$ cat src/shared/pin_steer_consts.svh
// pin steering constants: register offsets, field positions, reset values
// assumes inclusion by bare name from package and bench files
`ifndef PIN_STEER_CONSTS_SVH
`define PIN_STEER_CONSTS_SVH

// ------------------------------------------------------------
// register byte offsets
// ------------------------------------------------------------
`define OFS_CTRL        12'h000
`define OFS_IRQ_STATUS  12'h004
`define OFS_IRQ_MASK    12'h008
`define OFS_PIN_STATE   12'h00c

// ------------------------------------------------------------
// control register fields
// ------------------------------------------------------------
`define CTRL_LEGACY_BIT  0
`define CTRL_IRQ_OE_BIT  1
`define CTRL_TONE7_BIT   2
`define CTRL_OFFHOOK_BIT 3
`define CTRL_ATTEN_LSB   4
`define CTRL_ATTEN_W     3
`define CTRL_RESET       32'h0000_0000

// ------------------------------------------------------------
// interrupt status/mask fields
// ------------------------------------------------------------
`define IRQ_UART_BIT     0
`define IRQ_MODEM_BIT    1
`define IRQ_W            2
`define IRQ_MASK_RESET   2'h0

// ------------------------------------------------------------
// speaker attenuation
// ------------------------------------------------------------
`define ATTEN_OFF        3'h4
`define SPK_W            8

`endif

$ cat src/shared/pin_steer_pkg.sv
// pin steering types shared by the design files
// assumes the constants header is on the include path
`include "pin_steer_consts.svh"

package pin_steer_pkg;

   // ------------------------------------------------------------
   // control word carried to the steering logic
   // ------------------------------------------------------------
   typedef struct packed {
      logic [`CTRL_ATTEN_W-1:0] atten;
      logic                     offHook;
      logic                     toneCtrlTopBit;
      logic                     irqOutputEnableBit;
      logic                     legacyIrqStyleBit;
   } ctrl_s;

   // ------------------------------------------------------------
   // apb request bundle
   // ------------------------------------------------------------
   typedef struct packed {
      logic        psel;
      logic        penable;
      logic        pwrite;
      logic [11:0] paddr;
      logic [31:0] pwdata;
   } apb_req_s;

endpackage : pin_steer_pkg

$ cat src/hdl/uart_modem_pin_steering.sv
// uart/modem pin steering: irq gating, serial pin routing, relay, speaker
// assumes all pin inputs synchronous to clk_sys; apb slave for control
//
// Behaviour
// - irq asserts while an unmasked sticky status bit (uart or modem rising edge) is set
// - legacy bit low: irq gated by read strobe
// - irq_output_enable_bit bit off: irq pin released
// - single-port: modem detect interrupt also asserts irq
// - rx pin routed by mode and tone bit
// - tx pin mark when mode 1, bit 0
// - off-hook driver is complement of bit
// - speaker audio attenuated, four levels plus off
`timescale 1ns/10ps
`default_nettype none

module uart_modem_pin_steering
   import pin_steer_pkg::*;
#(
   parameter int SPK_W = `SPK_W
) (
   // clock and reset
   input  wire logic             clk_sys,
   input  wire logic             arst_n,
   // apb slave
   input  wire logic             psel,
   input  wire logic             penable,
   input  wire logic             pwrite,
   input  wire logic [11:0]      paddr,
   input  wire logic [31:0]      pwdata,
   output      logic [31:0]      prdata,
   output      logic             pready,
   output      logic             pslverr,
   // mode and host strobe
   input  wire logic             singlePortSelect,
   input  wire logic             hostReadStrobe_n,
   // interrupt sources
   input  wire logic             uartIrqPending,
   input  wire logic             modemDetectIrq,
   // uart irq pin, three-state
   output      logic             uartIrqOut,
   output      logic             uartIrqOutOe,
   // receive pin, two-way
   input  wire logic             rxdPinIn,
   output      logic             rxdPinOut,
   output      logic             rxdPinOe,
   input  wire logic             modemRxData,
   output      logic             uartSerialIn,
   // transmit pin
   input  wire logic             uartSerialOut,
   output      logic             txdPinOut,
   // off-hook open drain
   output      logic             offHookDriverOut,
   output      logic             offHookDriverOe,
   // speaker
   input  wire logic [SPK_W-1:0] rxAudio,
   output      logic [SPK_W-1:0] speakerOut,
   // summary interrupt
   output      logic             irq
);

   // ------------------------------------------------------------
   // state
   // ------------------------------------------------------------
   typedef struct packed {
      ctrl_s              ctrl;
      logic [`IRQ_W-1:0]  irqStatus;
      logic [`IRQ_W-1:0]  irqMask;
      logic [31:0]        rdata;
      logic               ready;
      logic               slverr;
      logic               irqPin;
      logic               irqPinOe;
      logic               rxOut;
      logic               rxOe;
      logic               uartIn;
      logic               txOut;
      logic               relayOut;
      logic               relayOe;
      logic               irqSum;
      logic               uartPrev;
      logic               modemPrev;
   } state_s;

   state_s st_ff;
   state_s nxt_st;

   // ------------------------------------------------------------
   // helpers
   // ------------------------------------------------------------
   function automatic logic isReg(input logic [11:0] a, input logic [11:0] ofs);
      isReg = (a == ofs);
   endfunction

   function automatic logic [31:0] ctrlWord(input ctrl_s c);
      logic [31:0] w;
      w = 32'h0000_0000;
      w[`CTRL_LEGACY_BIT]  = c.legacyIrqStyleBit;
      w[`CTRL_IRQ_OE_BIT]  = c.irqOutputEnableBit;
      w[`CTRL_TONE7_BIT]   = c.toneCtrlTopBit;
      w[`CTRL_OFFHOOK_BIT] = c.offHook;
      w[`CTRL_ATTEN_LSB +: `CTRL_ATTEN_W] = c.atten;
      ctrlWord = w;
   endfunction

   logic apbSetup;
   logic wrStb;
   logic rdStb;
   logic irqCond;
   logic [`IRQ_W-1:0] events;

   // apb phase decode, zero wait states
   assign apbSetup  = psel && !penable;
   assign wrStb     = apbSetup && pwrite;
   assign rdStb     = apbSetup && !pwrite;

   // rising edges of the sources set sticky status
   assign events[`IRQ_UART_BIT]  = uartIrqPending && !st_ff.uartPrev;
   assign events[`IRQ_MODEM_BIT] = modemDetectIrq && !st_ff.modemPrev;

   // ------------------------------------------------------------
   // next state
   // ------------------------------------------------------------
   always_comb begin
      nxt_st = st_ff;
      nxt_st.uartPrev  = uartIrqPending;
      nxt_st.modemPrev = modemDetectIrq;
      nxt_st.ready     = apbSetup;
      nxt_st.slverr    = 1'b0;

      // register write in setup, answered next cycle
      if (wrStb) begin
         if (isReg(paddr, `OFS_CTRL)) begin
            nxt_st.ctrl.legacyIrqStyleBit  = pwdata[`CTRL_LEGACY_BIT];
            nxt_st.ctrl.irqOutputEnableBit = pwdata[`CTRL_IRQ_OE_BIT];
            nxt_st.ctrl.toneCtrlTopBit     = pwdata[`CTRL_TONE7_BIT];
            nxt_st.ctrl.offHook            = pwdata[`CTRL_OFFHOOK_BIT];
            nxt_st.ctrl.atten              = pwdata[`CTRL_ATTEN_LSB +: `CTRL_ATTEN_W];
         end else if (isReg(paddr, `OFS_IRQ_STATUS)) begin
            nxt_st.irqStatus = st_ff.irqStatus & ~pwdata[`IRQ_W-1:0];
         end else if (isReg(paddr, `OFS_IRQ_MASK)) begin
            nxt_st.irqMask = pwdata[`IRQ_W-1:0];
         end else if (!isReg(paddr, `OFS_PIN_STATE)) begin
            nxt_st.slverr = 1'b1;
         end
      end

      // set wins over clear
      nxt_st.irqStatus = nxt_st.irqStatus | events;

      // register read in setup
      if (rdStb) begin
         if (isReg(paddr, `OFS_CTRL)) begin
            nxt_st.rdata = ctrlWord(st_ff.ctrl);
         end else if (isReg(paddr, `OFS_IRQ_STATUS)) begin
            nxt_st.rdata = {30'h0, st_ff.irqStatus};
         end else if (isReg(paddr, `OFS_IRQ_MASK)) begin
            nxt_st.rdata = {30'h0, st_ff.irqMask};
         end else if (isReg(paddr, `OFS_PIN_STATE)) begin
            nxt_st.rdata = {26'h0, singlePortSelect, st_ff.relayOut, st_ff.txOut,
                            st_ff.rxOe, st_ff.irqPinOe, st_ff.irqPin};
         end else begin
            nxt_st.rdata  = 32'h0000_0000;
            nxt_st.slverr = 1'b1;
         end
      end

      // uart irq pin: pending condition plus modem detect in single-port
      irqCond = uartIrqPending
                || (singlePortSelect && modemDetectIrq);
      if (st_ff.ctrl.legacyIrqStyleBit) begin
         nxt_st.irqPin = irqCond;
      end else begin
         nxt_st.irqPin = irqCond && !hostReadStrobe_n;
      end
      nxt_st.irqPinOe = st_ff.ctrl.irqOutputEnableBit;

      // receive pin routing
      unique case ({singlePortSelect, st_ff.ctrl.toneCtrlTopBit})
         2'b00: begin
            nxt_st.rxOe   = 1'b1;
            nxt_st.rxOut  = modemRxData;
            nxt_st.uartIn = 1'b1;
         end
         2'b10: begin
            nxt_st.rxOe   = 1'b0;
            nxt_st.rxOut  = 1'b0;
            nxt_st.uartIn = 1'b1;
         end
         default: begin
            nxt_st.rxOe   = 1'b0;
            nxt_st.rxOut  = 1'b0;
            nxt_st.uartIn = rxdPinIn;
         end
      endcase

      // transmit pin: mark when single-port and tone bit low
      if (singlePortSelect && !st_ff.ctrl.toneCtrlTopBit) begin
         nxt_st.txOut = 1'b1;
      end else begin
         nxt_st.txOut = uartSerialOut;
      end

      // off-hook open drain: sinks while complement is low
      nxt_st.relayOut = !st_ff.ctrl.offHook;
      nxt_st.relayOe  = st_ff.ctrl.offHook;

      nxt_st.irqSum = |(nxt_st.irqStatus & st_ff.irqMask);
   end

   // ------------------------------------------------------------
   // state register
   // ------------------------------------------------------------
   always_ff @(posedge clk_sys or negedge arst_n) begin
      if (!arst_n) begin
         st_ff           <= '0;
         st_ff.ctrl      <= ctrl_s'(`CTRL_RESET);
         st_ff.irqMask   <= `IRQ_MASK_RESET;
         st_ff.txOut     <= 1'b1;
         st_ff.uartIn    <= 1'b1;
         st_ff.relayOut  <= 1'b1;
      end else begin
         st_ff <= nxt_st;
      end
   end

   // ------------------------------------------------------------
   // speaker path
   // ------------------------------------------------------------
   speaker_atten #(
      .SPK_W    (SPK_W)
   ) speaker_atten_inst (
      .clk_sys  (clk_sys),
      .arst_n   (arst_n),
      .atten    (st_ff.ctrl.atten),
      .audioIn  (rxAudio),
      .audioOut (speakerOut)
   );

   // ------------------------------------------------------------
   // outputs, all from flip-flops
   // ------------------------------------------------------------
   assign prdata           = st_ff.rdata;
   assign pready           = st_ff.ready;
   assign pslverr          = st_ff.slverr;
   assign uartIrqOut       = st_ff.irqPin;
   assign uartIrqOutOe     = st_ff.irqPinOe;
   assign rxdPinOut        = st_ff.rxOut;
   assign rxdPinOe         = st_ff.rxOe;
   assign uartSerialIn     = st_ff.uartIn;
   assign txdPinOut        = st_ff.txOut;
   assign offHookDriverOut = st_ff.relayOut;
   assign offHookDriverOe  = st_ff.relayOe;
   assign irq              = st_ff.irqSum;

endmodule // uart_modem_pin_steering

`default_nettype wire

$ cat src/hdl/speaker_atten.sv
// speaker attenuator: registered shift of received audio by a setting
// assumes audio samples synchronous to clk_sys, signed two's complement
`timescale 1ns/10ps
`default_nettype none

module speaker_atten
   import pin_steer_pkg::*;
#(
   parameter int SPK_W = `SPK_W
) (
   // clock and reset
   input  wire logic                     clk_sys,
   input  wire logic                     arst_n,
   // setting and audio
   input  wire logic [`CTRL_ATTEN_W-1:0] atten,
   input  wire logic [SPK_W-1:0]         audioIn,
   output      logic [SPK_W-1:0]         audioOut
);

   logic [SPK_W-1:0] audio_ff;
   logic [SPK_W-1:0] nxt_audio;

   // ------------------------------------------------------------
   // four volume levels, any code from off upward mutes
   // ------------------------------------------------------------
   always_comb begin
      if (atten >= `ATTEN_OFF) begin
         nxt_audio = '0;
      end else begin
         nxt_audio = $signed(audioIn) >>> atten;
      end
   end

   // output register
   always_ff @(posedge clk_sys or negedge arst_n) begin
      if (!arst_n) begin
         audio_ff <= '0;
      end else begin
         audio_ff <= nxt_audio;
      end
   end

   assign audioOut = audio_ff;

endmodule // speaker_atten

`default_nettype wire

$ cat config.mk
export PLATFORM = sky130hd
export DESIGN_NAME = uart_modem_pin_steering
export DESIGN_NICKNAME = d
export VERILOG_FILES = /design/src/shared/pin_steer_pkg.sv /design/src/hdl/uart_modem_pin_steering.sv /design/src/hdl/speaker_atten.sv
export VERILOG_INCLUDE_DIRS = /design/src /design/src/shared
export SDC_FILE = /design/constraint.sdc
export NUM_CORES = 1
export LEC_CHECK = 0
export ABC_AREA = 1
export ABC_CLOCK_PERIOD_IN_PS = 1500
export BUFFER_PORTS_ARGS = -buffer_cell sky130_fd_sc_hd__buf_2
export CAP_MARGIN = 40
export CELL_PAD_IN_SITES_DETAIL_PLACEMENT = 1
export CELL_PAD_IN_SITES_GLOBAL_PLACEMENT = 2
export CORE_MARGIN = 10
export CORE_UTILIZATION = 24
export CTS_BUF_LIST = sky130_fd_sc_hd__clkbuf_2 sky130_fd_sc_hd__clkbuf_4 sky130_fd_sc_hd__clkbuf_8
export CTS_CLUSTER_DIAMETER = 60
export DETAILED_ROUTE_END_ITERATION = 8
export GPL_TIMING_DRIVEN = 0
export HOLD_SLACK_MARGIN = 0.12
export PLACE_DENSITY_LB_ADDON = 0.3
export SETUP_SLACK_MARGIN = 0.02
export SLEW_MARGIN = 0
export SYNTH_ARGS = -nofsm -noshare
export SYNTH_HDL_FRONTEND = slang
export SYNTH_SLANG_ARGS = --single-unit
$ cat constraint.sdc
create_clock -name clk_sys -period 1.5 [get_ports clk_sys]
set_clock_uncertainty 0.15 [all_clocks]
set_input_delay 0.3 -clock clk_sys [delete_from_list [all_inputs] [get_ports clk_sys]]
set_output_delay 0.3 -clock clk_sys [all_outputs]
set_load 0.05 [all_outputs]
# Word-level counts from Yosys, hierarchy flattened
# Cells that the tools add are included.
# totals
regBits,64
out_inout_bits,51
wordCells,78
# op_classes
order_cmp,1
eq_ne,4
shifts,1
muxes,23
n_bitwise,6
n_reduce_logical,21
# ops
op,n
"equality test 12 x 4 -> 1 bit, second input constant",2
2-to-1 mux 6 bit,3
"equality test 12 x 3 -> 1 bit, second input constant",1
zero test 12 bit,1
2-to-1 mux 1 bit,12
logical AND 1 bit,8
2-to-1 mux 4 bit,2
2-to-1 mux 8 bit,1
>>> shifter 8 x 3 -> 8 bit,1
zero test 1 bit,7
2-to-1 mux 7 bit,1
2-to-1 mux 2 bit,3
one-hot mux 3 bit (2 select lines),1
AND 2 bit,2
AND reduction 4 bit,1
">= comparator 3 bit, second input constant",1
"equality test 2 bit, second input constant",1
zero test 2 bit,1
NOT 1 bit,2
NOT 2 bit,1
OR 2 bit,1
AND reduction 2 bit,1
OR reduction 2 bit,1
logical OR 1 bit,1

# Logic depth before layout (Yosys ltp)
# Gate-level depths: netlist of the first run.
# logic_depth
ltp_word,11
ltp_mapped,9

# Hierarchy
# A second synthesis of the first run with hierarchy kept.
# hier_totals
hier_cells,245
area_unflattened_um2,2089.5
# modules_own_cells
module,n_inst,cells_per_inst,area_per_inst_um2
uart_modem_pin_steering,1,181,1632.8
speaker_atten,1,64,456.7

# Worst setup path before layout of the first run
# OpenSTA, ideal clock, no wires.
# synth_timing
kind,input to register
startpoint,in paddr[1]
endpoint,reg st_ff[53] (netlist bit)
setup_ps,128
t_arrival_ps,1197
required_time_ps,1222
setup_slack_ps,24
cell_stages,6
path_buffers,1
path_cell_list,or2_4 > nor2_4 > nand2_4 > nor3_4 > buf_6 > o21ai_0
# synth_between
elab_chain_len,2
# synth_lines
element,line_no,text
start: declaration,uart_modem_pin_steering.sv:28,"input wire logic [11:0] paddr,"
zero test 12 bit,uart_modem_pin_steering.sv:91,isReg = (a == ofs);
AND reduction 2 bit (no line),--,
end signal: assignment,uart_modem_pin_steering.sv:222,st_ff <= nxt_st;
end: declaration,uart_modem_pin_steering.sv:84,state_s st_ff;
# No other way between the ends.
# A chain may end at the register's enable or synchronous reset.

# Worst setup path after layout of the first run
# layout_timing
startpoint,reg st_ff (netlist bit uartSerialIn)
endpoint,out uartSerialIn
# layout_lines
element,line_no,text
end: declaration,uart_modem_pin_steering.sv:47,"output logic uartSerialIn,"
# No word-level cell between the ends.

==> impl_metrics.csv, run 1 <==
group,metric,value,unit
power,power.switching,0.000738,W
power,ir_drop,0.331,mV
final_layout,layout-drive-gt1-share,42.5,%
setup_path,path_cells,"buf_4",
clocking,cts_root_buffer,"clkbuf_8",
yosys,seq_area_frac_synth,49.1,%
place,dp.cells,416,
yosys,yosys.cell_types.count,32,
place,gp_congestion,0.723,
clocking,tritoncts,"done",
drt,viasPerCell,4.02,
clocking,cts_sinks,39,
yosys,yosysMostFrequentCell,"nand2_1",
place,io_buffers,64,
setup_path,reg2regPathDepth,4,
final_layout,num_antenna_cells,0,
power,p_seq_share,46.0,%
clocking,cts_made_buffers,5,
die,die_h,111,um
die,die_w,111,um
yosys,yosys.area.top_type,"dfrtp_1",
drt,drc_errors,0,
yosys,synthTopCellsByArea,"dfrtp_1 45%, buf_4 12%, nand2_1 8.5%",
yosys,ys_warn_count,0,
yosys,synth-async-reset-ratio,100,%
place,place_ws,-0.316,ns
yosys,syn_avg_cell_area,8.99,um^2
clocking,clk_latency,0.28,ns
setup_path,cp_slowest_stage_delay,0.52,ns
timing,rsz0062_at_grt,"true",
timing,max_clock_freq,694,MHz
global_routing,use_met3,3.19,%
power,comb_power_share,24.4,%
drt,drt-pass1-iter-count,4,
setup_path,arrival,0.99,ns
timing,final_hold_viol_count,0,
timing,maxSlewViolCount,0,
die,core-area,8130,um^2
status,run_status,"finished, final reports clean",
drt,drt_iter0_drc,43,
setup_path,crit_path_end_kind,"output pin",
drt,wirelength,5940,um
final_layout,final_area,2900,um^2
timing,period_share,96.0,%
timing,setup_viol,0,
yosys,syn_inst,222,
timing,setup_ws,0.0597,ns
yosys,synth_top_area_share,45.1,%
timing,tns,0,ns
setup_path,criticalPathCategory,"reg -> out",
job,maxCapViolations,0,
power,clock_power_share,29.6,%
power,powerDensity,826,nW/um^2
global_routing,grt_pass1_wl,9630,um
place,dpl.hpwl,4680,um
final_layout,fillerInstances,988,
global_routing,grt_pass1_vias,1979,
global_routing,use_met2,16.6,%
global_routing,grt-busiest-layer,"met2",
yosys,synth.top_cells.by_count,"45 x nand2_1, 36 x dfrtp_1, 32 x buf_4, 18 x inv_1, 15 x o21ai_0",
die,rows,33,
final_layout,syn2layout_area_growth,45.5,%
global_routing,gr-usage-met1,10.1,%
power,power.static_leakage,1.55,nW
global_routing,overflow,0,
yosys,netlist_area,2000,um^2
power,internal_power,0.00166,W
yosys,synth_enable_flop_cells,0,
setup_path,cp-start-kind,"register",
setup_path,worstPathRequired,1.05,ns
clocking,clock_path_buffers,2,
setup_path,worst-path-stages,1,
place,dpl_cell_area,2560,um^2
yosys,synth-main-ff-cell,"dfrtp_1",
die,start_util,24.5,%
die,ios,115,
clocking,clkTransAtPathRegs,0.07,ns
final_layout,fin_cells,446,
drt,vias,1794,
yosys,ys_ff_latch,39,
global_routing,antenna_found_initial,0,
setup_path,crit_fanout,1,
global_routing,grt.total_usage,9.32,%
clocking,cts_max_level,2,
setup_path,critPathTopFamily,"flip-flops",
power,power,0.00240,W
setup_path,worst_path_max_delay_cell,"dfstp_2",
worst_hold_path,hold_class,"in -> reg",
drt,wl_per_cell,13.3,um
timing,period_needed,1.44,ns
setup_path,critical_path_buf_inv_count,1,
power,sw_frac_of_total,30.8,%
die,dieArea,12400,um^2
drt,antenna_left,0,
global_routing,grt_max_degree,30,
worst_hold_path,hold_depth,3,
final_layout,nets,404,
[through the flow]
step | hold slack (ns) | util (%)
finish | 0.127 | 35.7
global route | 0.122 | 35.7
CTS | 0.125 | 34.5
detailed placement | 0.0499 | 31.4
global placement | 0.212 | 31.2
floorplan | -0.146 | -
[metal layers]
metal | wire length, um | share of wire, %
met1 | 2430 | 41
met2 | 3110 | 52
met3 | 348 | 5.9
met4 | 47 | 0.79
met5 | 0 | 0
[cell families after synthesis]
group                  count (synthesis)  share of synthesized area (%)
AOI/OAI and AO/OA                     40                           12.8
and+or+nand+nor                       85                           20.7
other                                  1                          0.188
DFF                                   39                           49.1
buffers and inverters                 57                           17.2
[cell usage in the layout, fill, tap and decap left out, types with 2 or more instances in the layout]
cell | netlist | routed
buf_2 | 2 | 55
buf_4 | 32 | 47
nand2_1 | 45 | 44
dfrtp_1 | 36 | 35
conb_1 | 1 | 25
inv_1 | 18 | 18
o21ai_0 | 15 | 15
dlygate4sd3_1 | 0 | 14
nand3_1 | 12 | 12
nor2_1 | 11 | 10
a31oi_1 | 5 | 5
nand2_2 | 4 | 5
o21a_1 | 5 | 5
clkbuf_8 | 0 | 5
or2_2 | 4 | 4
buf_6 | 1 | 4
o21ai_2 | 4 | 4
clkbuf_4 | 0 | 3
o211ai_1 | 3 | 3
dfstp_2 | 3 | 3
clkinv_2 | 0 | 2
a21oi_1 | 2 | 2
nor2_4 | 2 | 2
inv_2 | 2 | 2
o21bai_1 | 2 | 2
nor3_4 | 1 | 2
[registers in the layout, summed over array words and instances (netlist names)]
register	count
pslverr	1
offHookDriverOe	1
st_ff	11
rxdPinOe	1
uartIrqOutOe	1
speaker_atten_inst.audioOut	8
prdata	7
txdPinOut	1
pready	1
rxdPinOut	1
offHookDriverOut	1
nxt_st	2
uartSerialIn	1
uartIrqOut	1
irq	1
[area by class of cell]
| type | count | area [um^2] | share of cell area (%) |
|---|---|---|---|
| well taps | 105 | 131 | 4.53 |
| repair buffers | 87 | 577 | 19.9 |
| clock buffers | 7 | 83.8 | 2.89 |
| inverters | 22 | 87.6 | 3.02 |
| plain buffers | 35 | 264 | 9.09 |
| flip-flops and latches | 39 | 981 | 33.8 |
| clock inverters | 1 | 5.00 | 0.172 |
| multi-input cells | 150 | 773 | 26.6 |
[power groups by stage]
stage / sequential, W / clock, W / combinational (W)
2_1_floorplan: 0.00115 / 0 / 0.000370
3_3_place_gp: 0.00112 / 0 / 0.000521
3_5_place_dp: 0.00112 / 0 / 0.000531
4_1_cts: 0.00110 / 0.000748 / 0.000563
5_1_grt: 0.00111 / 0.000788 / 0.000627
6_report: 0.00110 / 0.000711 / 0.000585
[worst paths after layout]
check	from	endpoint	slack (ns)
max in group asynchronous	arst_n	uartSerialIn$_DFF_PN1_	0.41
max reg2reg	st_ff[53]$_DFFE_PN0P_	speaker_atten_inst.audioOut[4]$_DFF_PN0_	0.15
min	rxAudio[0]	speaker_atten_inst.audioOut[0]$_DFF_PN0_	0.13
max	uartSerialIn$_DFF_PN1_	uartSerialIn	0.06
min reg2reg	nxt_st[3]$_DFFE_PN0P_	offHookDriverOe$_DFF_PN0_	0.23
min in group asynchronous	arst_n	speaker_atten_inst.audioOut[6]$_DFF_PN0_	0.28
[repair_timing]
action / CTS / global route
pin swaps: 1 / 3
cloned: 0 / 1
endpoints found under the hold margin: 49 / 0
resized for setup: 5 / 24
hold buffers: 14 / 0
setup buffers: 1 / 6
endpoints found under the setup margin: 13 / 20
(Power assumes the default switching activity.)
==> inputs of run 2 (changes only) <==
--- a/config.mk
+++ b/config.mk
@@ -7,13 +7,13 @@
 export NUM_CORES = 1
 export LEC_CHECK = 0
 export ABC_AREA = 1
-export ABC_CLOCK_PERIOD_IN_PS = 1500
+export ABC_CLOCK_PERIOD_IN_PS = 1300
 export BUFFER_PORTS_ARGS = -buffer_cell sky130_fd_sc_hd__buf_2
 export CAP_MARGIN = 40
 export CELL_PAD_IN_SITES_DETAIL_PLACEMENT = 1
 export CELL_PAD_IN_SITES_GLOBAL_PLACEMENT = 2
 export CORE_MARGIN = 10
-export CORE_UTILIZATION = 24
+export CORE_UTILIZATION = 22
 export CTS_BUF_LIST = sky130_fd_sc_hd__clkbuf_2 sky130_fd_sc_hd__clkbuf_4 sky130_fd_sc_hd__clkbuf_8
 export CTS_CLUSTER_DIAMETER = 60
 export DETAILED_ROUTE_END_ITERATION = 8
==> constraint.sdc (replaced) <==
create_clock -name clk_sys -period 1.3 [get_ports clk_sys]
set_clock_uncertainty 0.15 [all_clocks]
set_input_delay 0.26 -clock clk_sys [delete_from_list [all_inputs] [get_ports clk_sys]]
set_output_delay 0.26 -clock clk_sys [all_outputs]
set_load 0.05 [all_outputs]
==> run 2 against run 1 <==
Effect of this change: the run now ends with setup timing left; critical path depth unchanged; register-to-register slack got worse by 0.11 ns; routed wire length rose by 6.4%; design area grew 14%; worst hold slack worse by 0.022 ns.
==> impl_metrics.csv, run 2 (synthesized netlist as in run 1, its figures left out) <==
group,metric,value,unit
status,run_status,"finished, violations left",
status,violations,"setup timing",
worst_hold_path,hold_class,"in -> reg",
timing,period_share,109,%
global_routing,grt-busiest-layer,"met2",
timing,final_hold_viol_count,0,
power,sw_frac_of_total,31.8,%
global_routing,grt_pass1_vias,2048,
setup_path,critPathTopFamily,"flip-flops",
clocking,cts_max_level,2,
die,rows,34,
final_layout,final_cell_mix,"50 x buf_4, 41 x nand2_1, 35 x dfrtp_1, 32 x buf_2, 25 x conb_1",
setup_path,crit_fanout,2,
final_layout,fin_util,37.8,%
power,p_seq_share,44.4,%
die,die_w,115,um
drt,viasPerCell,4.00,
die,start_util,22.8,%
clocking,clock_path_buffers,2,
global_routing,use_met2,16.5,%
drt,antenna_left,0,
power,internal_power,0.00197,W
power,powerDensity,873,nW/um^2
final_layout,final_area,3310,um^2
die,die_h,115,um
power,comb_power_share,26.8,%
global_routing,overflow,0,
timing,maxSlewViolCount,0,
global_routing,gr-usage-met1,10.4,%
timing,rsz0062_at_grt,"true",
power,power.switching,0.000919,W
setup_path,crit_path_end_kind,"output pin",
timing,setup_ws,-0.115,ns
setup_path,arrival,1.00,ns
setup_path,worst_path_max_delay_cell,"dfstp_2",
power,clock_power_share,28.9,%
final_layout,fillerInstances,1025,
setup_path,worstPathRequired,0.89,ns
timing,max_clock_freq,707,MHz
drt,drc_errors,0,
global_routing,grt_max_degree,25,
global_routing,antenna_found_initial,0,
timing,period_needed,1.41,ns
final_layout,top_register,"st_ff",
setup_path,cp-start-kind,"register",
clocking,tritoncts,"done",
timing,setup_viol,5,
clocking,clkTransAtPathRegs,0.08,ns
clocking,cts_root_buffer,"clkbuf_8",
setup_path,cp-endpoint,"txdPinOut",
setup_path,cp_slowest_stage_delay,0.57,ns
setup_path,setup.worst_path.start,"txdPinOut$_DFF_PN1_",
setup_path,r2r-end,"speaker_atten_inst.audioOut[1]$_DFF_PN0_",
die,dieArea,13300,um^2
die,ios,115,
clocking,cts_made_buffers,5,
power,power,0.00289,W
final_layout,num_antenna_cells,0,
drt,vias,1858,
place,gp_congestion,0.730,
final_layout,largest_register_ff_count,11,
final_layout,syn2layout_area_growth,65.9,%
setup_path,path_cells,"buf_8",
power,ir_drop,0.288,mV
place,io_buffers,64,
place,dpl.hpwl,4820,um
setup_path,criticalPathCategory,"reg -> out",
final_layout,layout-drive-gt1-share,47.5,%
global_routing,grt_pass1_wl,10200,um
drt,wirelength,6330,um
drt,drt_iter0_drc,30,
setup_path,critical_path_buf_inv_count,1,
clocking,clk_latency,0.29,ns
setup_path,regToRegStartpoint,"st_ff[54]$_DFFE_PN0P_",
setup_path,worst-path-stages,1,
job,maxCapViolations,0,
die,core-area,8760,um^2
setup_path,reg2regPathDepth,3,
clocking,cts_sinks,39,
drt,wl_per_cell,13.6,um
power,power.static_leakage,1.69,nW
global_routing,grt.total_usage,9.42,%
final_layout,final_common_cell,"buf_4",
place,dpl_cell_area,2560,um^2
setup_path,r2r_setup_slack,0.04,ns
global_routing,use_met3,3.80,%
final_layout,nets,419,
drt,drt-pass1-iter-count,4,
run 2: cell count changes in the layout (fill, tap and decap cells not counted), moves of 6 or more:
| cell | before | now |
|---|---|---|
| o21ai_1 | 1 | 7 |
| o21ai_0 | 15 | 4 |
| buf_2 | 55 | 32 |
| buf_6 | 4 | 22 |
| dlygate4sd3_1 | 14 | 21 |
| buf_8 | 0 | 10 |
| nor2_1 | 10 | 4 |
run 2: repair_timing:
action,in CTS,in global routing
endpoints found under the setup margin,46,45
hold buffers,21,1
cloned,1,0
pin swaps,7,27
setup buffers,14,8
endpoints found under the hold margin,61,1
resized for setup,72,39
run 2: worst min-delay path by stage:
stage | start | to | slack, ns | cells past startpoint
after CTS | uartIrqPending | uartIrqOut$_DFF_PN0_ | 0.12 | 5
after global placement | nxt_st[3]$_DFFE_PN0P_ | offHookDriverOe$_DFF_PN0_ | 0.21 | 0
final | rxAudio[7] | speaker_atten_inst.audioOut[6]$_DFF_PN0_ | 0.11 | 3
after global routing | rxAudio[7] | speaker_atten_inst.audioOut[5]$_DFF_PN0_ | 0.14 | 3
after floorplan | arst_n | irq$_DFF_PN0_ | -0.19 | 0
after detailed placement | arst_n | speaker_atten_inst.audioOut[7]$_DFF_PN0_ | 0.07 | 1
run 2: power groups by stage:
stage          Combinational (W)  Sequential [W]  Clock, W
2_1_floorplan           0.000427         0.00132         0
3_3_place_gp            0.000603         0.00129         0
3_5_place_dp            0.000616         0.00129         0
4_1_cts                 0.000753         0.00128  0.000877
5_1_grt                 0.000827         0.00129  0.000918
6_report                0.000773         0.00128  0.000834
run 2: per-layer routing:
metal	vias to the layer above	wire length [um]
met5	-	0
met4	0	33
met3	4	470
met2	50	3250
met1	881	2570
li1	923	-
run 2: layout make-up:
type | count | area (um^2) | area share, %
inverter | 22 | 88.8 | 2.68
buffer | 30 | 240 | 7.26
tap | 108 | 135 | 4.08
multi-input combinational | 150 | 846 | 25.5
clock buffer | 6 | 76.3 | 2.31
timing repair buffer | 107 | 931 | 28.1
sequential | 39 | 981 | 29.6
clock inverter | 2 | 12.5 | 0.378
run 2: stage by stage:
step	std cells	hold slack [ns]	TNS [ns]	setup slack, ns
2_1_floorplan	246	-0.186	-0.941	-0.136
3_3_place_gp	418	0.210	-7.76	-0.471
3_5_place_dp	419	0.0682	-7.74	-0.515
4_1_cts	459	0.121	-1.42	-0.133
5_1_grt	464	0.138	-1.22	-0.146
6_report	464	0.106	-0.404	-0.115
==> inputs of run 3 (changes only) <==
--- a/config.mk
+++ b/config.mk
@@ -21,6 +21,7 @@
 export HOLD_SLACK_MARGIN = 0.12
 export PLACE_DENSITY_LB_ADDON = 0.3
 export SETUP_SLACK_MARGIN = 0.02
+export SKIP_LAST_GASP = 1
 export SLEW_MARGIN = 0
 export SYNTH_ARGS = -nofsm -noshare
 export SYNTH_HDL_FRONTEND = slang
==> run 3 against run 2 <==
Effect of this change: the flow still finishes with violations (setup timing); critical path depth unchanged; design area fell by 0.53%; utilization fell by 0.20 points; total power fell by 0.15%; non-clock buffer count is 2 lower; critical path type unchanged.
==> impl_metrics.csv, run 3 (synthesized netlist as in run 1, its figures left out) <==
group,metric,value,unit
global_routing,grt.total_usage,9.41,%
status,violations,"setup timing",
drt,wl_per_cell,13.5,um
clocking,tritoncts,"done",
global_routing,overflow,0,
drt,drc_errors,0,
setup_path,worstPathRequired,0.89,ns
setup_path,cp-start-kind,"register",
final_layout,final_common_cell,"buf_4",
final_layout,top_register,"st_ff",
clocking,cts_made_buffers,5,
drt,drt_iter0_drc,37,
power,powerDensity,876,nW/um^2
timing,period_needed,1.41,ns
timing,setup_viol,6,
die,die_w,115,um
drt,viasPerCell,3.98,
clocking,cts_sinks,39,
final_layout,fillerInstances,1025,
final_layout,largest_register_ff_count,11,
final_layout,layout-drive-gt1-share,46.9,%
clocking,clk_latency,0.29,ns
global_routing,grt_pass1_wl,10100,um
setup_path,worst_path_max_delay_cell,"dfstp_2",
global_routing,antenna_found_initial,0,
drt,wirelength,6220,um
final_layout,final_cell_mix,"48 x buf_4, 41 x nand2_1, 35 x dfrtp_1, 32 x buf_2, 25 x conb_1",
timing,max_clock_freq,707,MHz
timing,maxSlewViolCount,0,
setup_path,r2r_setup_slack,0.09,ns
setup_path,setup.worst_path.start,"txdPinOut$_DFF_PN1_",
status,run_status,"finished, violations left",
setup_path,cp_slowest_stage_delay,0.57,ns
timing,period_share,109,%
worst_hold_path,hold_class,"in -> reg",
power,ir_drop,0.288,mV
worst_hold_path,min_from,"rxAudio[7]",
final_layout,syn2layout_area_growth,65.0,%
die,core-area,8760,um^2
drt,drt-pass1-iter-count,4,
final_layout,nets,417,
place,dpl_cell_area,2560,um^2
die,die_h,115,um
final_layout,fin_util,37.6,%
global_routing,grt_max_degree,25,
setup_path,crit_fanout,2,
job,maxCapViolations,0,
power,power.static_leakage,1.68,nW
setup_path,critPathTopFamily,"flip-flops",
die,start_util,22.8,%
timing,setup_ws,-0.115,ns
die,dieArea,13300,um^2
die,ios,115,
setup_path,crit_path_end_kind,"output pin",
setup_path,critical_path_buf_inv_count,1,
clocking,clkTransAtPathRegs,0.08,ns
global_routing,grt_pass1_vias,2044,
drt,antenna_left,0,
setup_path,regToRegStartpoint,"st_ff[53]$_DFFE_PN0P_",
drt,vias,1839,
timing,final_hold_viol_count,0,
place,io_buffers,64,
setup_path,path_cells,"buf_8",
clocking,clock_path_buffers,2,
final_layout,num_antenna_cells,0,
clocking,cts_max_level,2,
setup_path,arrival,1.00,ns
place,gp_congestion,0.730,
die,rows,34,
final_layout,final_area,3290,um^2
place,dpl.hpwl,4820,um
clocking,cts_root_buffer,"clkbuf_8",
setup_path,criticalPathCategory,"reg -> out",
timing,rsz0062_at_grt,"true",
[run 3: cell type report]
cell class                      count  area [um^2]  area share [%]
Tap cell                          108          135            4.10
Timing Repair Buffer              105          916            27.8
Clock inverter                      2         12.5           0.380
Clock buffer                        6         76.3            2.32
Inverter                           22         88.8            2.70
Multi-Input combinational cell    150          843            25.6
Buffer                             30          240            7.29
Sequential cell                    39          981            29.8
[run 3: layer usage]
layer | global-route usage (%) | wire (um) | vias up
met4 | 2.23 | 33 | 0
met3 | 3.80 | 473 | 4
met5 | 0 | 0 | -
met2 | 16.4 | 3170 | 50
met1 | 10.4 | 2550 | 866
li1 | - | - | 919
[run 3: final timing paths]
kind,end,depth (start not counted)
max in group asynchronous,st_ff[53]$_DFFE_PN0P_,3
worst min register to register,offHookDriverOe$_DFF_PN0_,0
worst max register to register,speaker_atten_inst.audioOut[4]$_DFF_PN0_,5
worst min-delay path,speaker_atten_inst.audioOut[6]$_DFF_PN0_,3
worst max-delay path,txdPinOut,1
min in group asynchronous,speaker_atten_inst.audioOut[7]$_DFF_PN0_,2
[run 3: metrics by stage]
step           TNS [ns]  setup WS, ns  total power (W)  cells  hold slack (ns)
2_1_floorplan    -0.941        -0.136          0.00175    246           -0.186
3_3_place_gp      -7.76        -0.471          0.00190    418            0.210
3_5_place_dp      -7.74        -0.515          0.00191    419           0.0682
4_1_cts           -1.42        -0.133          0.00291    459            0.121
5_1_grt           -1.19        -0.146          0.00303    462            0.138
6_report         -0.406        -0.115          0.00289    462            0.103
[run 3: repair_timing]
| action | 4_1_cts | 5_1_grt |
|---|---|---|
| buffers inserted | 14 | 6 |
| endpoints found under the setup margin | 46 | 45 |
| hold buffers | 21 | 1 |
| endpoints found under the hold margin | 61 | 1 |
| pin swaps | 7 | 26 |
| resized for setup | 71 | 39 |
| gates cloned | 1 | 0 |
[run 3: power by group]
part | internal [W] | switching [W] | total (W)
clock network | 0.000396 | 0.000436 | 0.000832
registers | 0.00125 | 0.0000296 | 0.00128
logic | 0.000322 | 0.000450 | 0.000771
